**config.mk**
```make
export PLATFORM = sky130hd
export DESIGN_NAME = oem_ctrl
export DESIGN_NICKNAME = d
export VERILOG_FILES = /design/src/core/oem_pkg.sv /design/src/core/oem_ctrl.sv
export VERILOG_INCLUDE_DIRS = /design/src /design/src/core
export SDC_FILE = /design/constraint.sdc
export NUM_CORES = 1
export LEC_CHECK = 0
export BUFFER_PORTS_ARGS = -buffer_cell sky130_fd_sc_hd__buf_2
export CAP_MARGIN = 20
export CORE_ASPECT_RATIO = 1.5
export CORE_MARGIN = 2
export CORE_UTILIZATION = 54
export DETAILED_ROUTE_END_ITERATION = 8
export GPL_ROUTABILITY_DRIVEN = 0
export PLACE_DENSITY_LB_ADDON = 0.3
export SLEW_MARGIN = 10
export SYNTH_ARGS = -nofsm -noshare
export SYNTH_HDL_FRONTEND = slang
export SYNTH_SLANG_ARGS = --single-unit
export TNS_END_PERCENT = 30
```
**constraint.sdc**
```tcl
create_clock -name CORE_CLK_I -period 5.8 [get_ports CORE_CLK_I]
set_clock_uncertainty 0.2 [all_clocks]
set_input_delay 1.16 -clock CORE_CLK_I [delete_from_list [all_inputs] [get_ports CORE_CLK_I]]
set_output_delay 1.16 -clock CORE_CLK_I [all_outputs]
set_load 0.05 [all_outputs]
```
**src/core/oem_cfg.svh**
```systemverilog
`ifndef OEM_CFG_SVH
`define OEM_CFG_SVH

// ----------------------------------------------------------------------
// Clock and timing
// ----------------------------------------------------------------------
`define OEM_CLK_KHZ 125000
`define OEM_REP_MS 2000
`define OEM_FLASH_MS 1000
`define OEM_WAIT_MS 500
`define OEM_TW 28

// ----------------------------------------------------------------------
// Setpoints
// ----------------------------------------------------------------------
`define OEM_SPW 16
`define OEM_MIN_CURR 16'h0010
`define OEM_FINE_STEP 16'h0001
`define OEM_COARSE_STEP 16'h0064
`define OEM_ZERO_SP 16'h0000

// ----------------------------------------------------------------------
// Register map and fields
// ----------------------------------------------------------------------
`define OEM_AW 5
`define OEM_REG_CTRL 5'h00
`define OEM_REG_STAT 5'h04
`define OEM_REG_CMD 5'h08
`define OEM_REG_VSET 5'h0c
`define OEM_REG_ISET 5'h10
`define OEM_CTRL_INH_HIGH 0
`define OEM_CTRL_PREF_FINE 1
`define OEM_CMDW 8
`define OEM_CMD_OUT_ON 8'h01
`define OEM_CMD_OUT_OFF 8'h02
`define OEM_CMD_UNLOCK 8'h03
`define OEM_CMD_CAL 8'h04

`endif

```
**src/core/oem_pkg.sv**
```systemverilog
`include "oem_cfg.svh"

package oem_pkg;

  typedef enum logic [1:0] {MODE_LOCAL, MODE_DIGITAL, MODE_ANALOG} oem_mode_type;

  typedef enum logic [1:0] {PH_SETTLE, PH_SYNC, PH_BOOT, PH_RUN} oem_phase_type;

  typedef enum logic [2:0] {UI_SET, UI_IDLE, UI_MENU, UI_UTILITY_MENU_ITEM, UI_EDIT, UI_WAIT} oem_ui_type;

  typedef enum logic [3:0] {DISP_BLANK, DISP_SET, DISP_DIGITAL_REMOTE, DISP_ANALOG_REMOTE,
    DISP_LOCK, DISP_ANALOG_LOCKED, DISP_DIGITAL_LOCKED, DISP_INHIBIT, DISP_UTILITY,
    DISP_EXIT, DISP_KNOB_PREF, DISP_PREF_EDIT, DISP_MENU_BACK, DISP_WAIT} oem_disp_type;

  typedef struct packed {
    logic vtap;
    logic itap;
    logic both;
    logic rot;
    logic rot_up;
    logic rot_curr;
    logic pushed;
    logic out_press;
    logic menu_press;
  } oem_panel_type;

  typedef struct packed {
    logic self_test_ok;
    logic sw_recall;
    logic sw_lock;
    logic auto_rec;
    logic [`OEM_SPW-1:0] saved_v;
    logic [`OEM_SPW-1:0] saved_i;
  } oem_strap_type;

  typedef struct packed {
    logic [22:0] zero;
    oem_mode_type mode;
    logic out_en;
    logic locked;
    logic setpoint;
    logic inhibit;
    logic rep_flash;
    logic pref_fine;
    logic inh_high;
  } oem_status_type;

  typedef struct packed {
    oem_phase_type phase;
    oem_mode_type mode;
    oem_ui_type ui;
    oem_disp_type disp;
    logic syn_inh1;
    logic syn_inh2;
    logic syn_ms1;
    logic syn_ms2;
    logic locked;
    logic out_req;
    logic arm;
    logic out_act;
    logic pref;
    logic pref_edit;
    logic inh_pol;
    logic sel;
    logic rep_on;
    logic [`OEM_TW-1:0] rep_cnt;
    logic [`OEM_TW-1:0] flash_cnt;
    logic [`OEM_TW-1:0] wait_cnt;
    logic [`OEM_SPW-1:0] vset;
    logic [`OEM_SPW-1:0] iset;
    logic bus_done;
    logic [31:0] rdata;
  } oem_state_type;

endpackage

```
**src/core/oem_ctrl.sv**
```systemverilog
`timescale 1ns/10ps
`include "oem_cfg.svh"

// How it works
// Power up output off, setpoint shown, unless autorecovery.
// Analog remote at power-up enables output unless inhibited.
// Setpoints start zero/minimum, or saved when recall set.
// Current setpoint never below model minimum once running.
// Mode-select not grounded: local, display blank.
// Accepted digital command enters digital remote, except unlock during analog remote; panel ignored.
// Both knobs return local until next command.
// Grounded mode-select: analog remote; both knobs end it.
// Analog remote rejects commands except panel unlock and calibration.
// Calibration during analog remote forces digital remote.
// Inhibit stays active in local and digital.
// Lock switch at power-up locks panel, three indications.
// Unlock command, or power-up with lock switch off, releases lockout.
// Menu ignored in setpoint mode; knob tap leaves it.
// Menu: rotate scrolls, output selects, back, exit.
// Coarse/fine knob behaviour swapped by stored preference.
// Accepted preference shows wait, then preference item.
// Outside setpoint and menu modes output switch toggles output.
// Setpoint mode never enables; may disable output.
// Inhibit polarity programmable; open pin per polarity.
// Local inhibit forces off; press ignored, flashes once.
// Digital inhibit overrides on; rejection flashes every two seconds.
// Analog: inhibit switches enabled output; none when off.
// Inhibit and mode-select pass two synchroniser stages.
module oem_ctrl
  import oem_pkg::*;
#(
  parameter int unsigned REP_CYC = `OEM_REP_MS * `OEM_CLK_KHZ,
  parameter int unsigned FLASH_CYC = `OEM_FLASH_MS * `OEM_CLK_KHZ,
  parameter int unsigned WAIT_CYC = `OEM_WAIT_MS * `OEM_CLK_KHZ,
  parameter logic [`OEM_SPW-1:0] MIN_CURR = `OEM_MIN_CURR
)
(
  input wire logic CORE_CLK_I,
  input wire logic RST_I,
  input wire logic CE_I,
  input wire oem_panel_type PANEL_I,
  input wire oem_strap_type STRAP_I,
  input wire logic MODE_SEL_I,
  input wire logic INHIBIT_INPUT_I,
  input wire logic [`OEM_AW-1:0] AVS_ADDRESS_I,
  input wire logic AVS_READ_I,
  input wire logic AVS_WRITE_I,
  input wire logic [31:0] AVS_WRITEDATA_I,
  input wire logic [3:0] AVS_BYTEENABLE_I,
  output logic [31:0] AVS_READDATA_O,
  output logic AVS_WAITREQUEST_O,
  output logic OUT_EN_O,
  output oem_mode_type MODE_O,
  output oem_disp_type DISP_O,
  output logic PREF_SHOWN_O,
  output logic [`OEM_SPW-1:0] VSET_O,
  output logic [`OEM_SPW-1:0] ISET_O
);

  oem_state_type s_reg;
  oem_state_type s_next;
  oem_status_type stat;
  logic inh;
  logic fire;
  logic cmd_hit;
  logic cmd_acc;
  logic is_cal;
  logic is_unlock;
  logic panel_ok;
  logic adj_go;
  logic [`OEM_CMDW-1:0] code;

  // ----------------------------------------------------------------------
  // Helpers
  // ----------------------------------------------------------------------
  function automatic logic [`OEM_SPW-1:0] step_adj(input logic [`OEM_SPW-1:0] val,
                                                   input logic up, input logic fine);
    logic [`OEM_SPW:0] sum;
    logic [`OEM_SPW-1:0] st;
    begin
      st = fine ? `OEM_FINE_STEP : `OEM_COARSE_STEP;
      sum = {1'b0, val} + {1'b0, st};
      if (up)
        step_adj = sum[`OEM_SPW] ? '1 : sum[`OEM_SPW-1:0];
      else
        step_adj = (val > st) ? val - st : `OEM_ZERO_SP;
    end
  endfunction

  function automatic logic [`OEM_SPW-1:0] clamp_curr(input logic [`OEM_SPW-1:0] val);
    begin
      clamp_curr = (val < MIN_CURR) ? MIN_CURR : val;
    end
  endfunction

  function automatic logic [`OEM_SPW-1:0] merge_sp(input logic [`OEM_SPW-1:0] old,
                                                   input logic [31:0] wd, input logic [3:0] be);
    begin
      merge_sp = {be[1] ? wd[15:8] : old[15:8], be[0] ? wd[7:0] : old[7:0]};
    end
  endfunction

  // ----------------------------------------------------------------------
  // Decodes
  // ----------------------------------------------------------------------
  // Polarity 1 means a high pin inhibits, so an open pin pulled high keeps the output off.
  assign inh = s_reg.inh_pol ? s_reg.syn_inh2 : ~s_reg.syn_inh2;
  // A write lands only at the edge where waitrequest is seen low.
  assign fire = AVS_WRITE_I & s_reg.bus_done & (s_reg.phase == PH_RUN);
  assign code = AVS_WRITEDATA_I[`OEM_CMDW-1:0];
  assign cmd_hit = fire & ((AVS_ADDRESS_I == `OEM_REG_CMD) | (AVS_ADDRESS_I == `OEM_REG_VSET)
                           | (AVS_ADDRESS_I == `OEM_REG_ISET));
  assign is_cal = (AVS_ADDRESS_I == `OEM_REG_CMD) & (code == `OEM_CMD_CAL);
  assign is_unlock = (AVS_ADDRESS_I == `OEM_REG_CMD) & (code == `OEM_CMD_UNLOCK);
  assign cmd_acc = cmd_hit & ((s_reg.mode != MODE_ANALOG) | is_cal | is_unlock);
  assign panel_ok = (s_reg.phase == PH_RUN) & (s_reg.mode == MODE_LOCAL) & ~s_reg.locked;
  assign adj_go = panel_ok & PANEL_I.rot
                  & ((s_reg.ui == UI_SET) | ((s_reg.ui == UI_IDLE) & s_reg.out_req));

  assign stat = '{zero: '0, mode: s_reg.mode, out_en: s_reg.out_act, locked: s_reg.locked,
                  setpoint: (s_reg.ui == UI_SET), inhibit: inh, rep_flash: s_reg.rep_on,
                  pref_fine: s_reg.pref, inh_high: s_reg.inh_pol};

  // ----------------------------------------------------------------------
  // Next state
  // ----------------------------------------------------------------------
  always_comb
  begin
    s_next = s_reg;
    s_next.syn_inh1 = INHIBIT_INPUT_I;
    s_next.syn_inh2 = s_reg.syn_inh1;
    s_next.syn_ms1 = MODE_SEL_I;
    s_next.syn_ms2 = s_reg.syn_ms1;

    // Bus slave: one wait state, read data captured while waitrequest is high.
    s_next.bus_done = (AVS_READ_I | AVS_WRITE_I) & ~s_reg.bus_done;
    if (AVS_READ_I & ~s_reg.bus_done)
    begin
      s_next.rdata = '0;
      case (AVS_ADDRESS_I)
        `OEM_REG_CTRL:
        begin
          s_next.rdata[`OEM_CTRL_INH_HIGH] = s_reg.inh_pol;
          s_next.rdata[`OEM_CTRL_PREF_FINE] = s_reg.pref;
        end
        `OEM_REG_STAT: s_next.rdata = stat;
        `OEM_REG_VSET: s_next.rdata[`OEM_SPW-1:0] = s_reg.vset;
        `OEM_REG_ISET: s_next.rdata[`OEM_SPW-1:0] = s_reg.iset;
        default: s_next.rdata = '0;
      endcase
    end

    if (s_reg.flash_cnt != '0)
      s_next.flash_cnt = s_reg.flash_cnt - 1'b1;
    if (s_reg.wait_cnt != '0)
      s_next.wait_cnt = s_reg.wait_cnt - 1'b1;
    if (s_reg.rep_on)
    begin
      if (s_reg.rep_cnt == `OEM_TW'(REP_CYC - 1))
      begin
        s_next.rep_cnt = '0;
        s_next.flash_cnt = `OEM_TW'(FLASH_CYC);
      end
      else
        s_next.rep_cnt = s_reg.rep_cnt + 1'b1;
    end

    case (s_reg.phase)
      PH_SETTLE: s_next.phase = PH_SYNC;
      PH_SYNC: s_next.phase = PH_BOOT;
      PH_BOOT:
      begin
        // The synchronised mode-select is valid here, two edges after the release.
        if (STRAP_I.self_test_ok)
        begin
          s_next.phase = PH_RUN;
          s_next.ui = UI_SET;
          s_next.locked = STRAP_I.sw_lock;
          s_next.vset = STRAP_I.sw_recall ? STRAP_I.saved_v : `OEM_ZERO_SP;
          s_next.iset = clamp_curr(STRAP_I.sw_recall ? STRAP_I.saved_i : `OEM_ZERO_SP);
          if (s_reg.syn_ms2)
          begin
            s_next.mode = MODE_LOCAL;
            s_next.out_req = STRAP_I.auto_rec;
          end
          else
          begin
            s_next.mode = MODE_ANALOG;
            s_next.arm = 1'b1;
          end
        end
      end
      PH_RUN:
      begin
        // Leaving a remote mode from the panel; analog remote cannot come back.
        if ((s_reg.phase == PH_RUN) & PANEL_I.both & ~s_reg.locked
            & (s_reg.mode != MODE_LOCAL))
        begin
          s_next.mode = MODE_LOCAL;
          if (s_reg.mode == MODE_ANALOG)
          begin
            s_next.out_req = s_reg.out_act;
            s_next.arm = 1'b0;
            s_next.ui = UI_IDLE;
          end
        end

        if (adj_go)
        begin
          if (PANEL_I.rot_curr)
            s_next.iset = clamp_curr(step_adj(s_reg.iset, PANEL_I.rot_up,
                                              PANEL_I.pushed ^ s_reg.pref));
          else
            s_next.vset = step_adj(s_reg.vset, PANEL_I.rot_up, PANEL_I.pushed ^ s_reg.pref);
        end

        if (panel_ok)
        begin
          case (s_reg.ui)
            UI_SET:
            begin
              if (PANEL_I.vtap | PANEL_I.itap)
                s_next.ui = UI_IDLE;
              else if (PANEL_I.out_press)
                s_next.out_req = 1'b0;
            end
            UI_IDLE:
            begin
              if (PANEL_I.vtap | PANEL_I.itap)
                s_next.ui = UI_SET;
              else if (PANEL_I.menu_press)
              begin
                s_next.ui = UI_MENU;
                s_next.sel = 1'b0;
              end
              else if (PANEL_I.out_press)
              begin
                if (s_reg.out_req)
                  s_next.out_req = 1'b0;
                else if (inh)
                  s_next.flash_cnt = `OEM_TW'(FLASH_CYC);
                else
                  s_next.out_req = 1'b1;
              end
            end
            UI_MENU:
            begin
              if (PANEL_I.menu_press)
                s_next.ui = UI_IDLE;
              else if (PANEL_I.rot)
                s_next.sel = ~s_reg.sel;
              else if (PANEL_I.out_press)
              begin
                s_next.ui = s_reg.sel ? UI_IDLE : UI_UTILITY_MENU_ITEM;
                s_next.sel = 1'b0;
              end
            end
            UI_UTILITY_MENU_ITEM:
            begin
              if (PANEL_I.menu_press)
                s_next.ui = UI_IDLE;
              else if (PANEL_I.rot)
                s_next.sel = ~s_reg.sel;
              else if (PANEL_I.out_press)
              begin
                s_next.ui = s_reg.sel ? UI_MENU : UI_EDIT;
                s_next.sel = 1'b0;
              end
            end
            UI_EDIT:
            begin
              if (PANEL_I.menu_press)
                s_next.ui = UI_IDLE;
              else if (PANEL_I.rot)
                s_next.pref_edit = ~s_reg.pref_edit;
              else if (PANEL_I.out_press)
              begin
                s_next.pref = s_reg.pref_edit;
                s_next.ui = UI_WAIT;
                s_next.wait_cnt = `OEM_TW'(WAIT_CYC);
              end
            end
            UI_WAIT:
            begin
              if (s_reg.wait_cnt == '0)
              begin
                s_next.ui = UI_UTILITY_MENU_ITEM;
                s_next.sel = 1'b0;
              end
            end
            default: s_next.ui = UI_IDLE;
          endcase
        end
        else if ((s_reg.ui == UI_WAIT) & (s_reg.wait_cnt == '0))
          s_next.ui = UI_UTILITY_MENU_ITEM;

        if (fire & (AVS_ADDRESS_I == `OEM_REG_CTRL) & AVS_BYTEENABLE_I[0])
        begin
          s_next.inh_pol = AVS_WRITEDATA_I[`OEM_CTRL_INH_HIGH];
          s_next.pref = AVS_WRITEDATA_I[`OEM_CTRL_PREF_FINE];
        end

        if (cmd_acc)
        begin
          if ((s_reg.mode != MODE_ANALOG) | is_cal)
            s_next.mode = MODE_DIGITAL;
          if ((s_reg.mode == MODE_ANALOG) & is_cal)
          begin
            s_next.out_req = s_reg.out_act;
            s_next.arm = 1'b0;
          end
          case (AVS_ADDRESS_I)
            `OEM_REG_CMD:
            begin
              if (code == `OEM_CMD_OUT_ON)
              begin
                if (inh)
                begin
                  s_next.rep_on = 1'b1;
                  s_next.rep_cnt = '0;
                  s_next.flash_cnt = `OEM_TW'(FLASH_CYC);
                end
                else
                  s_next.out_req = 1'b1;
              end
              else if (code == `OEM_CMD_OUT_OFF)
              begin
                s_next.out_req = 1'b0;
                s_next.rep_on = 1'b0;
              end
              else if (code == `OEM_CMD_UNLOCK)
                s_next.locked = 1'b0;
            end
            `OEM_REG_VSET: s_next.vset = merge_sp(s_reg.vset, AVS_WRITEDATA_I, AVS_BYTEENABLE_I);
            `OEM_REG_ISET:
              s_next.iset = clamp_curr(merge_sp(s_reg.iset, AVS_WRITEDATA_I,
                                                AVS_BYTEENABLE_I));
            default: s_next.rep_on = s_next.rep_on;
          endcase
        end
      end
      default: s_next.phase = PH_SETTLE;
    endcase

    if (s_next.ui != UI_EDIT)
      s_next.pref_edit = s_next.pref;
    // Inhibit acts in local and digital too, and a request must be renewed after it.
    if ((s_next.mode != MODE_ANALOG) & inh)
      s_next.out_req = 1'b0;
    if (~inh | (s_next.mode != MODE_DIGITAL))
      s_next.rep_on = 1'b0;
    s_next.out_act = (s_next.phase == PH_RUN)
                     & ((s_next.mode == MODE_ANALOG) ? (s_next.arm & ~inh)
                                                     : (s_next.out_req & ~inh));

    if (s_next.phase != PH_RUN)
      s_next.disp = DISP_BLANK;
    else if (s_next.flash_cnt != '0)
      s_next.disp = DISP_INHIBIT;
    else if (s_next.locked)
    begin
      case (s_next.mode)
        MODE_ANALOG: s_next.disp = DISP_ANALOG_LOCKED;
        MODE_DIGITAL: s_next.disp = DISP_DIGITAL_LOCKED;
        default: s_next.disp = DISP_LOCK;
      endcase
    end
    else if (s_next.mode == MODE_ANALOG)
      s_next.disp = DISP_ANALOG_REMOTE;
    else if (s_next.mode == MODE_DIGITAL)
      s_next.disp = DISP_DIGITAL_REMOTE;
    else
    begin
      case (s_next.ui)
        UI_SET: s_next.disp = DISP_SET;
        UI_MENU: s_next.disp = s_next.sel ? DISP_EXIT : DISP_UTILITY;
        UI_UTILITY_MENU_ITEM: s_next.disp = s_next.sel ? DISP_MENU_BACK : DISP_KNOB_PREF;
        UI_EDIT: s_next.disp = DISP_PREF_EDIT;
        UI_WAIT: s_next.disp = DISP_WAIT;
        default: s_next.disp = DISP_BLANK;
      endcase
    end
  end

  always_ff @(posedge CORE_CLK_I or posedge RST_I)
  begin
    if (RST_I)
      s_reg <= '0;
    else if (CE_I)
      s_reg <= s_next;
  end

  // ----------------------------------------------------------------------
  // Outputs
  // ----------------------------------------------------------------------
  assign AVS_WAITREQUEST_O = (AVS_READ_I | AVS_WRITE_I) & ~s_reg.bus_done;
  assign AVS_READDATA_O = s_reg.rdata;
  assign OUT_EN_O = s_reg.out_act;
  assign MODE_O = s_reg.mode;
  assign DISP_O = s_reg.disp;
  assign PREF_SHOWN_O = s_reg.pref_edit;
  assign VSET_O = s_reg.vset;
  assign ISET_O = s_reg.iset;
endmodule

```
==> run metrics, run 1 <==
PD cells 287.0 nW/um^2; worst skew pair latency 0.45 ns; worst hold margin 0.2801 ns; clk sinks 157; Required @ worst endpoint 5.99 ns; Initial Util 0.5512; Finished Cell Area 13,690 um^2; worst path buffer plus inverter count 2; CP dominant cell by count a211oi_1; Core Rows 68; Final Hold Vio Count 0; Worst Path Arrival 4.76 ns; slew of the pin with the lowest slew margin 1.114 ns; detailed router's first-iteration violation count 1,429; cell area after synthesis 12,760 um^2; Die Height 192.2 um; global-route wire length before repair 64,850 um; placed inst area 13,070 um^2; number of vias per cell 6.753; Post-synth ARST share 1.000; Die Wd 129.5 um; Final period util 0.7879; Tot GR Track Use 0.3338; Critical Path End Type register; Slew Limit Fails 0; flop2flop setup slack 1.53 ns; Post-CTS Resized 0; die area 24,890 um^2; Post-synth EDFFs 0; RSZ-0062 raised after global routing no; Layout area overhead 7.288%; CTS tree built; number of antenna violations at the first check in global routing 5; slowest cell on the critical path a211oi_1; layout cells sized above 1 0.1563; buffer depth of the longest clock path 2; Seq cells post-synth 157; Yosys warnings 0; setup TNS 0 ns; ys flop type dfrtp_1; commonest non-fill, non-tap cell in the layout nand2_1; Finished Layout Cells 1,937; Highest Clock Rate 218.8 MHz; CP top delay family compound AO/OA/AOI/OAI gates; TritonCTS Buffers 17; Final Setup Violations 0; total number of vias 13,080; Remaining DRCs 0; dpl hpwl 30,320 um; DR WL/cell 21.39 um; CTS H-tree lvls 4; largest net degree at the start of global routing 84; outcome finished clean; Startpoint Class primary input; synthesized area per cell 8.002 um^2; Core Util, Final 0.5914; Power Total 3.928 mW; Placement Setup Slack 0.8176 ns; drt pass-1 iters 8; Hold Path Class reg2reg; Worst Setup Path Type in2reg; Worst path depth 13; max reg flops 99; max_cap viols 0; clock root buffer clkbuf_16; worst reg2reg path endpoint ISET_O[7]; leak pwr 5.623 nW; Mapped Cells 1,594; ANT nets after route 0; Slowest Stage Delay on Critical Path 0.85 ns; Inst Count DP 1,903; Port Buffers 131; final WL 41,440 um; R2R Path Start s_reg[171]; most frequent cells in the layout nand2_1, dfrtp_1, o21ai_0; gr ovfl total 0; nets 1,725; FF-to-FF path depth 9; CTS Hold Bufs 0; crit path to ISET_O[3]; crit-path cells buf_2, xor2_1, buf_4, ha_1, and4bb_2, o21ai_1, a211oi_1, o32ai_1, a211oi_1, or4bb_1, nor3_2, a2111oi_0, o31a_1; crit path max fanout 12; library cells used by synthesis 112; Setup crit start PANEL_I[2]; register area share after synthesis 0.3080; Ports 166; Tmin final 4.570 ns; relative slew slack 0.2503; final setup margin 1.230 ns; Post-CTS Setup Bufs 0; Core ar. 23,140 um^2; Worst-path clk slew 0.07 ns; Max VDD drop 236.9 uV; number of global-route vias before repair 12,370
==> synth_stat cells, types with 10 or more instances <==
cell,number,area share
nor2_1,123,0.036
nand3_1,41,0.016
xor2_1,16,0.011
buf_4,71,0.042
a21oi_1,100,0.039
o211ai_1,11,0.0065
and2_1,14,0.0069
ha_1,25,0.025
mux2_2,10,0.0088
nor2b_1,19,0.0093
o21ai_0,140,0.055
and3_1,21,0.010
a211oi_1,12,0.0071
nor4_1,25,0.012
mux2i_1,19,0.015
clkbuf_1,74,0.022
xnor2_1,28,0.019
nor3_1,50,0.020
nand4_1,20,0.0098
a222oi_1,10,0.0078
or4_1,16,0.0094
o21ai_1,18,0.0071
o31ai_1,18,0.011
a31oi_1,23,0.011
dfrtp_1,157,0.31
inv_1,46,0.014
or3_1,22,0.011
nand2_1,178,0.052
buf_2,15,0.0059
o22ai_1,11,0.0054
a22oi_1,21,0.012
==> power by group <==
group          internal [mW]  switching (mW)  leakage, nW  total [mW]
Sequential              1.23           0.272         2.00        1.50
Clock                  0.710           0.471        0.289        1.18
Combinational          0.436           0.812         3.34        1.25
Total                   2.37            1.56         5.62        3.93
==> worst register-to-register path, stage by stage (launching register included) <==
cell     delay, ns
dfrtp_1       0.54
nand2_1       0.56
or4_1         0.84
nor3_2        0.49
nand2_1       0.33
nor2_1        0.47
a21oi_1       0.18
a21oi_1       0.18
o21ai_0       0.16
a22oi_1       0.22
==> logic make-up (layout without fill, tap and decap cells) <==
| kind of cell | after synthesis | in the layout | share of synthesized area |
|---|---|---|---|
| XOR/XNOR | 44 | 44 | 0.03021 |
| buffers and inverters | 215 | 225 | 0.08632 |
| other | 1 | 19 | 0.0002940 |
| AO/OA/AOI/OAI | 502 | 502 | 0.2646 |
| adder cells (fa/ha/maj) | 25 | 25 | 0.02452 |
| AND/OR/NAND/NOR | 621 | 621 | 0.2623 |
| flip-flops | 157 | 157 | 0.3080 |
| multiplexers | 29 | 29 | 0.02374 |
==> worst min-delay path by stage <==
stage	from	end	depth (start not counted)
after floorplan	AVS_READDATA_O[0]	AVS_READDATA_O[0]	2
after global placement	AVS_READDATA_O[13]	AVS_READDATA_O[13]	2
after detailed placement	AVS_READDATA_O[11]	AVS_READDATA_O[11]	2
after CTS	AVS_READDATA_O[11]	AVS_READDATA_O[11]	2
after global routing	AVS_READDATA_O[14]	AVS_READDATA_O[14]	2
final	AVS_READDATA_O[11]	AVS_READDATA_O[11]	2
==> per-layer routing <==
layer,wire (um),track usage
met5,18,0
met4,3796,0.2816
met3,3680,0.07437
met2,19880,0.5540
met1,14060,0.3565
==> final cells by class <==
class,count,area [um^2]
fillers,2126,9457
multi-input cells,1237,7789
flip-flops and latches,157,3929
repair buffers,147,775.7
clock inverters,9,135.1
clock buffers,22,474.2
diodes,3,7.507
inverters,47,181.4
well taps,315,394.1
Power figures use the tool's default switching activity.
==> run 2, diff against run 1 <==
--- a/config.mk
+++ b/config.mk
@@ -6,11 +6,12 @@
 export SDC_FILE = /design/constraint.sdc
 export NUM_CORES = 1
 export LEC_CHECK = 0
+export ABC_AREA = 1
 export BUFFER_PORTS_ARGS = -buffer_cell sky130_fd_sc_hd__buf_2
 export CAP_MARGIN = 20
 export CORE_ASPECT_RATIO = 1.5
 export CORE_MARGIN = 2
-export CORE_UTILIZATION = 54
+export CORE_UTILIZATION = 60
 export DETAILED_ROUTE_END_ITERATION = 8
 export GPL_ROUTABILITY_DRIVEN = 0
 export PLACE_DENSITY_LB_ADDON = 0.3
==> constraint.sdc (replaced) <==
create_clock -name CORE_CLK_I -period 4.5 [get_ports CORE_CLK_I]
set_clock_uncertainty 0.2 [all_clocks]
set_input_delay 0.9 -clock CORE_CLK_I [delete_from_list [all_inputs] [get_ports CORE_CLK_I]]
set_output_delay 0.9 -clock CORE_CLK_I [all_outputs]
set_load 0.05 [all_outputs]
==> run 2 against run 1 <==
Against the previous run:
- global-route usage up 2.3 points
- register-to-register slack worse by 0.79 ns
- critical path depth up 10
- final area up 6.4%
- flip-flop and latch count unchanged
- worst setup slack worse by 0.56 ns
- combinational power rose to 3.0 times the previous value
- largest cell class unchanged
- synthesized cell count up 31%
- via count up 12%
- count of clock-buffer cells in the layout down 3
- power up 91%
- routed wire length up 3.4%
==> run metrics, run 2 <==
most frequent cells in the layout nand2_1, nor2_1, inv_1; Worst Path Arrival 4.01 ns; Remaining DRCs 0; nets 2,260; relative slew slack 0.3830; CTS tree built; setup TNS 0 ns; Post-synth ARST share 1.000; placed inst area 13,960 um^2; total number of vias 14,700; Final Setup Violations 0; Slew Limit Fails 0; drt pass-1 iters 6; final WL 42,830 um; Post-CTS Resized 0; Final Hold Vio Count 0; buffer depth of the longest clock path 2; ANT nets after route 0; commonest cells in the synthesized netlist nand2_1, nor2_1, inv_1; ys flop type dfrtp_1; register area share after synthesis 0.2889; synthesized area per cell 6.488 um^2; layout cells sized above 1 0.1267; max_cap viols 0; most common cell in the netlist nand2_1; max reg flops 99; outcome finished clean; Post-CTS Setup Bufs 0; RSZ-0062 raised after global routing no; Die Height 188.4 um; Finished Layout Cells 2,432; Initial Util 0.6099; largest net degree at the start of global routing 101; Seq cells post-synth 157; Final period util 0.8500; Max VDD drop 253.6 uV; commonest non-fill, non-tap cell in the layout nand2_1; CTS H-tree lvls 4; clk sinks 157; crit path max fanout 11; Critical Path End Type register; Tmin final 3.825 ns; gr ovfl total 0; Port Buffers 131; area leader, netlist dfrtp_1; library cells used by synthesis 60; Die Wd 126.9 um; cell area after synthesis 13,600 um^2; global-route wire length before repair 68,240 um; Ports 166; Highest Clock Rate 261.4 MHz; CTS Hold Bufs 0; slew of the pin with the lowest slew margin 0.9221 ns; worst skew pair latency 0.45 ns; leak pwr 7.195 nW; Finished Cell Area 14,560 um^2; Worst-path clk slew 0.07 ns; Startpoint Class primary input; Synth top area share 0.2889; number of vias per cell 6.042; top cells by area, synth dfrtp_1, nand2_1, nor2_1; Power Total 7.508 mW; dpl hpwl 31,980 um; Post-synth EDFFs 0; clock root buffer clkbuf_16; FILL cells 2,034; number of global-route vias before repair 14,030; Inst Count DP 2,399; Mapped Cells 2,096; TritonCTS Buffers 17; Core ar. 22,300 um^2; PD cells 515.8 nW/um^2; die area 23,910 um^2; number of antenna violations at the first check in global routing 2; DR WL/cell 17.61 um; Required @ worst endpoint 4.68 ns; Yosys warnings 0; Hold Path Class reg2reg; Core Rows 67; detailed router's first-iteration violation count 1,400; Tot GR Track Use 0.3566; Layout area overhead 7.047%; worst hold margin 0.2765 ns; Worst Setup Path Type in2reg
run 2: critical path, cell delays in order:
cell and delay, ns:
buf_2 0.12, xnor2_1 0.13, inv_1 0.42, ha_1 0.39, inv_2 0.10, nand2_1 0.05
nand2_1 0.08, nand2_1 0.05, nor2_1 0.13, nand2_1 0.07, nand2_1 0.07, nand2_1 0.08
nand2_2 0.11, nand2_1 0.09, nor2_2 0.18, nand2_1 0.12, clkinv_1 0.12, nand2_1 0.13
o2111ai_1 0.27, o21ai_1 0.13, nand2_1 0.09, nand2_1 0.05, a21oi_1 0.11
run 2: final timing paths:
path	from	end	slack, ns	cells past startpoint
max in group asynchronous	RST_I	s_reg[77]	2.84	3
worst max-delay path	PANEL_I[2]	VSET_O[6]	0.67	23
worst min-delay path	s_next[158]	s_reg[158]	0.28	2
worst max register to register	s_reg[153]	VSET_O[6]	0.74	22
worst min register to register	s_next[158]	s_reg[158]	0.28	2
min in group asynchronous	RST_I	s_reg[136]	0.33	2
run 2: where the power goes:
part           switching, mW  total, mW  leakage [nW]  internal (mW)
combinational           2.63       3.76          4.98           1.14
sequential             0.546       2.27          1.93           1.72
clock                  0.633       1.48         0.287          0.848
run 2: area by class of cell:
type | count | area [um^2] | area share
repair buffers | 144 | 765.7 | 0.05260
inverters | 263 | 994.7 | 0.06833
well taps | 276 | 345.3 | 0.02372
flip-flops and latches | 157 | 3929 | 0.2699
multi-input cells | 1559 | 7928 | 0.5446
diodes | 1 | 2.502 | 0.0001719
clock buffers | 19 | 452.9 | 0.03111
clock inverters | 13 | 140.1 | 0.009626
run 2: metal layers:
layer / wire length (um) / global-route usage / up-vias
met5: 0 / 0 / -
li1: - / - / 6947
met2: 20460 / 0.6063 / 800
met3: 3418 / 0.07666 / 252
met4: 3826 / 0.2790 / 0
met1: 15120 / 0.3806 / 6696
run 2: metrics by stage:
stage,worst slack (ns),util
finish,0.6750,0.6528
global placement,0.4384,0.6261
global route,0.4277,0.6528
detailed placement,0.3992,0.6261
CTS,0.8492,0.6527
floorplan,0.8271,-
run 2: cells by family (layout without fill, tap and decap cells):
logic type	count (synthesis)	after routing	synth area share
AO/OA/AOI/OAI	409	409	0.1707
XOR/XNOR	66	66	0.04251
adder cells (fa/ha/maj)	25	25	0.02300
buffers and inverters	395	439	0.1323
flip-flops	157	157	0.2889
other	1	17	0.0002757
AND/OR/NAND/NOR	1043	1043	0.3424
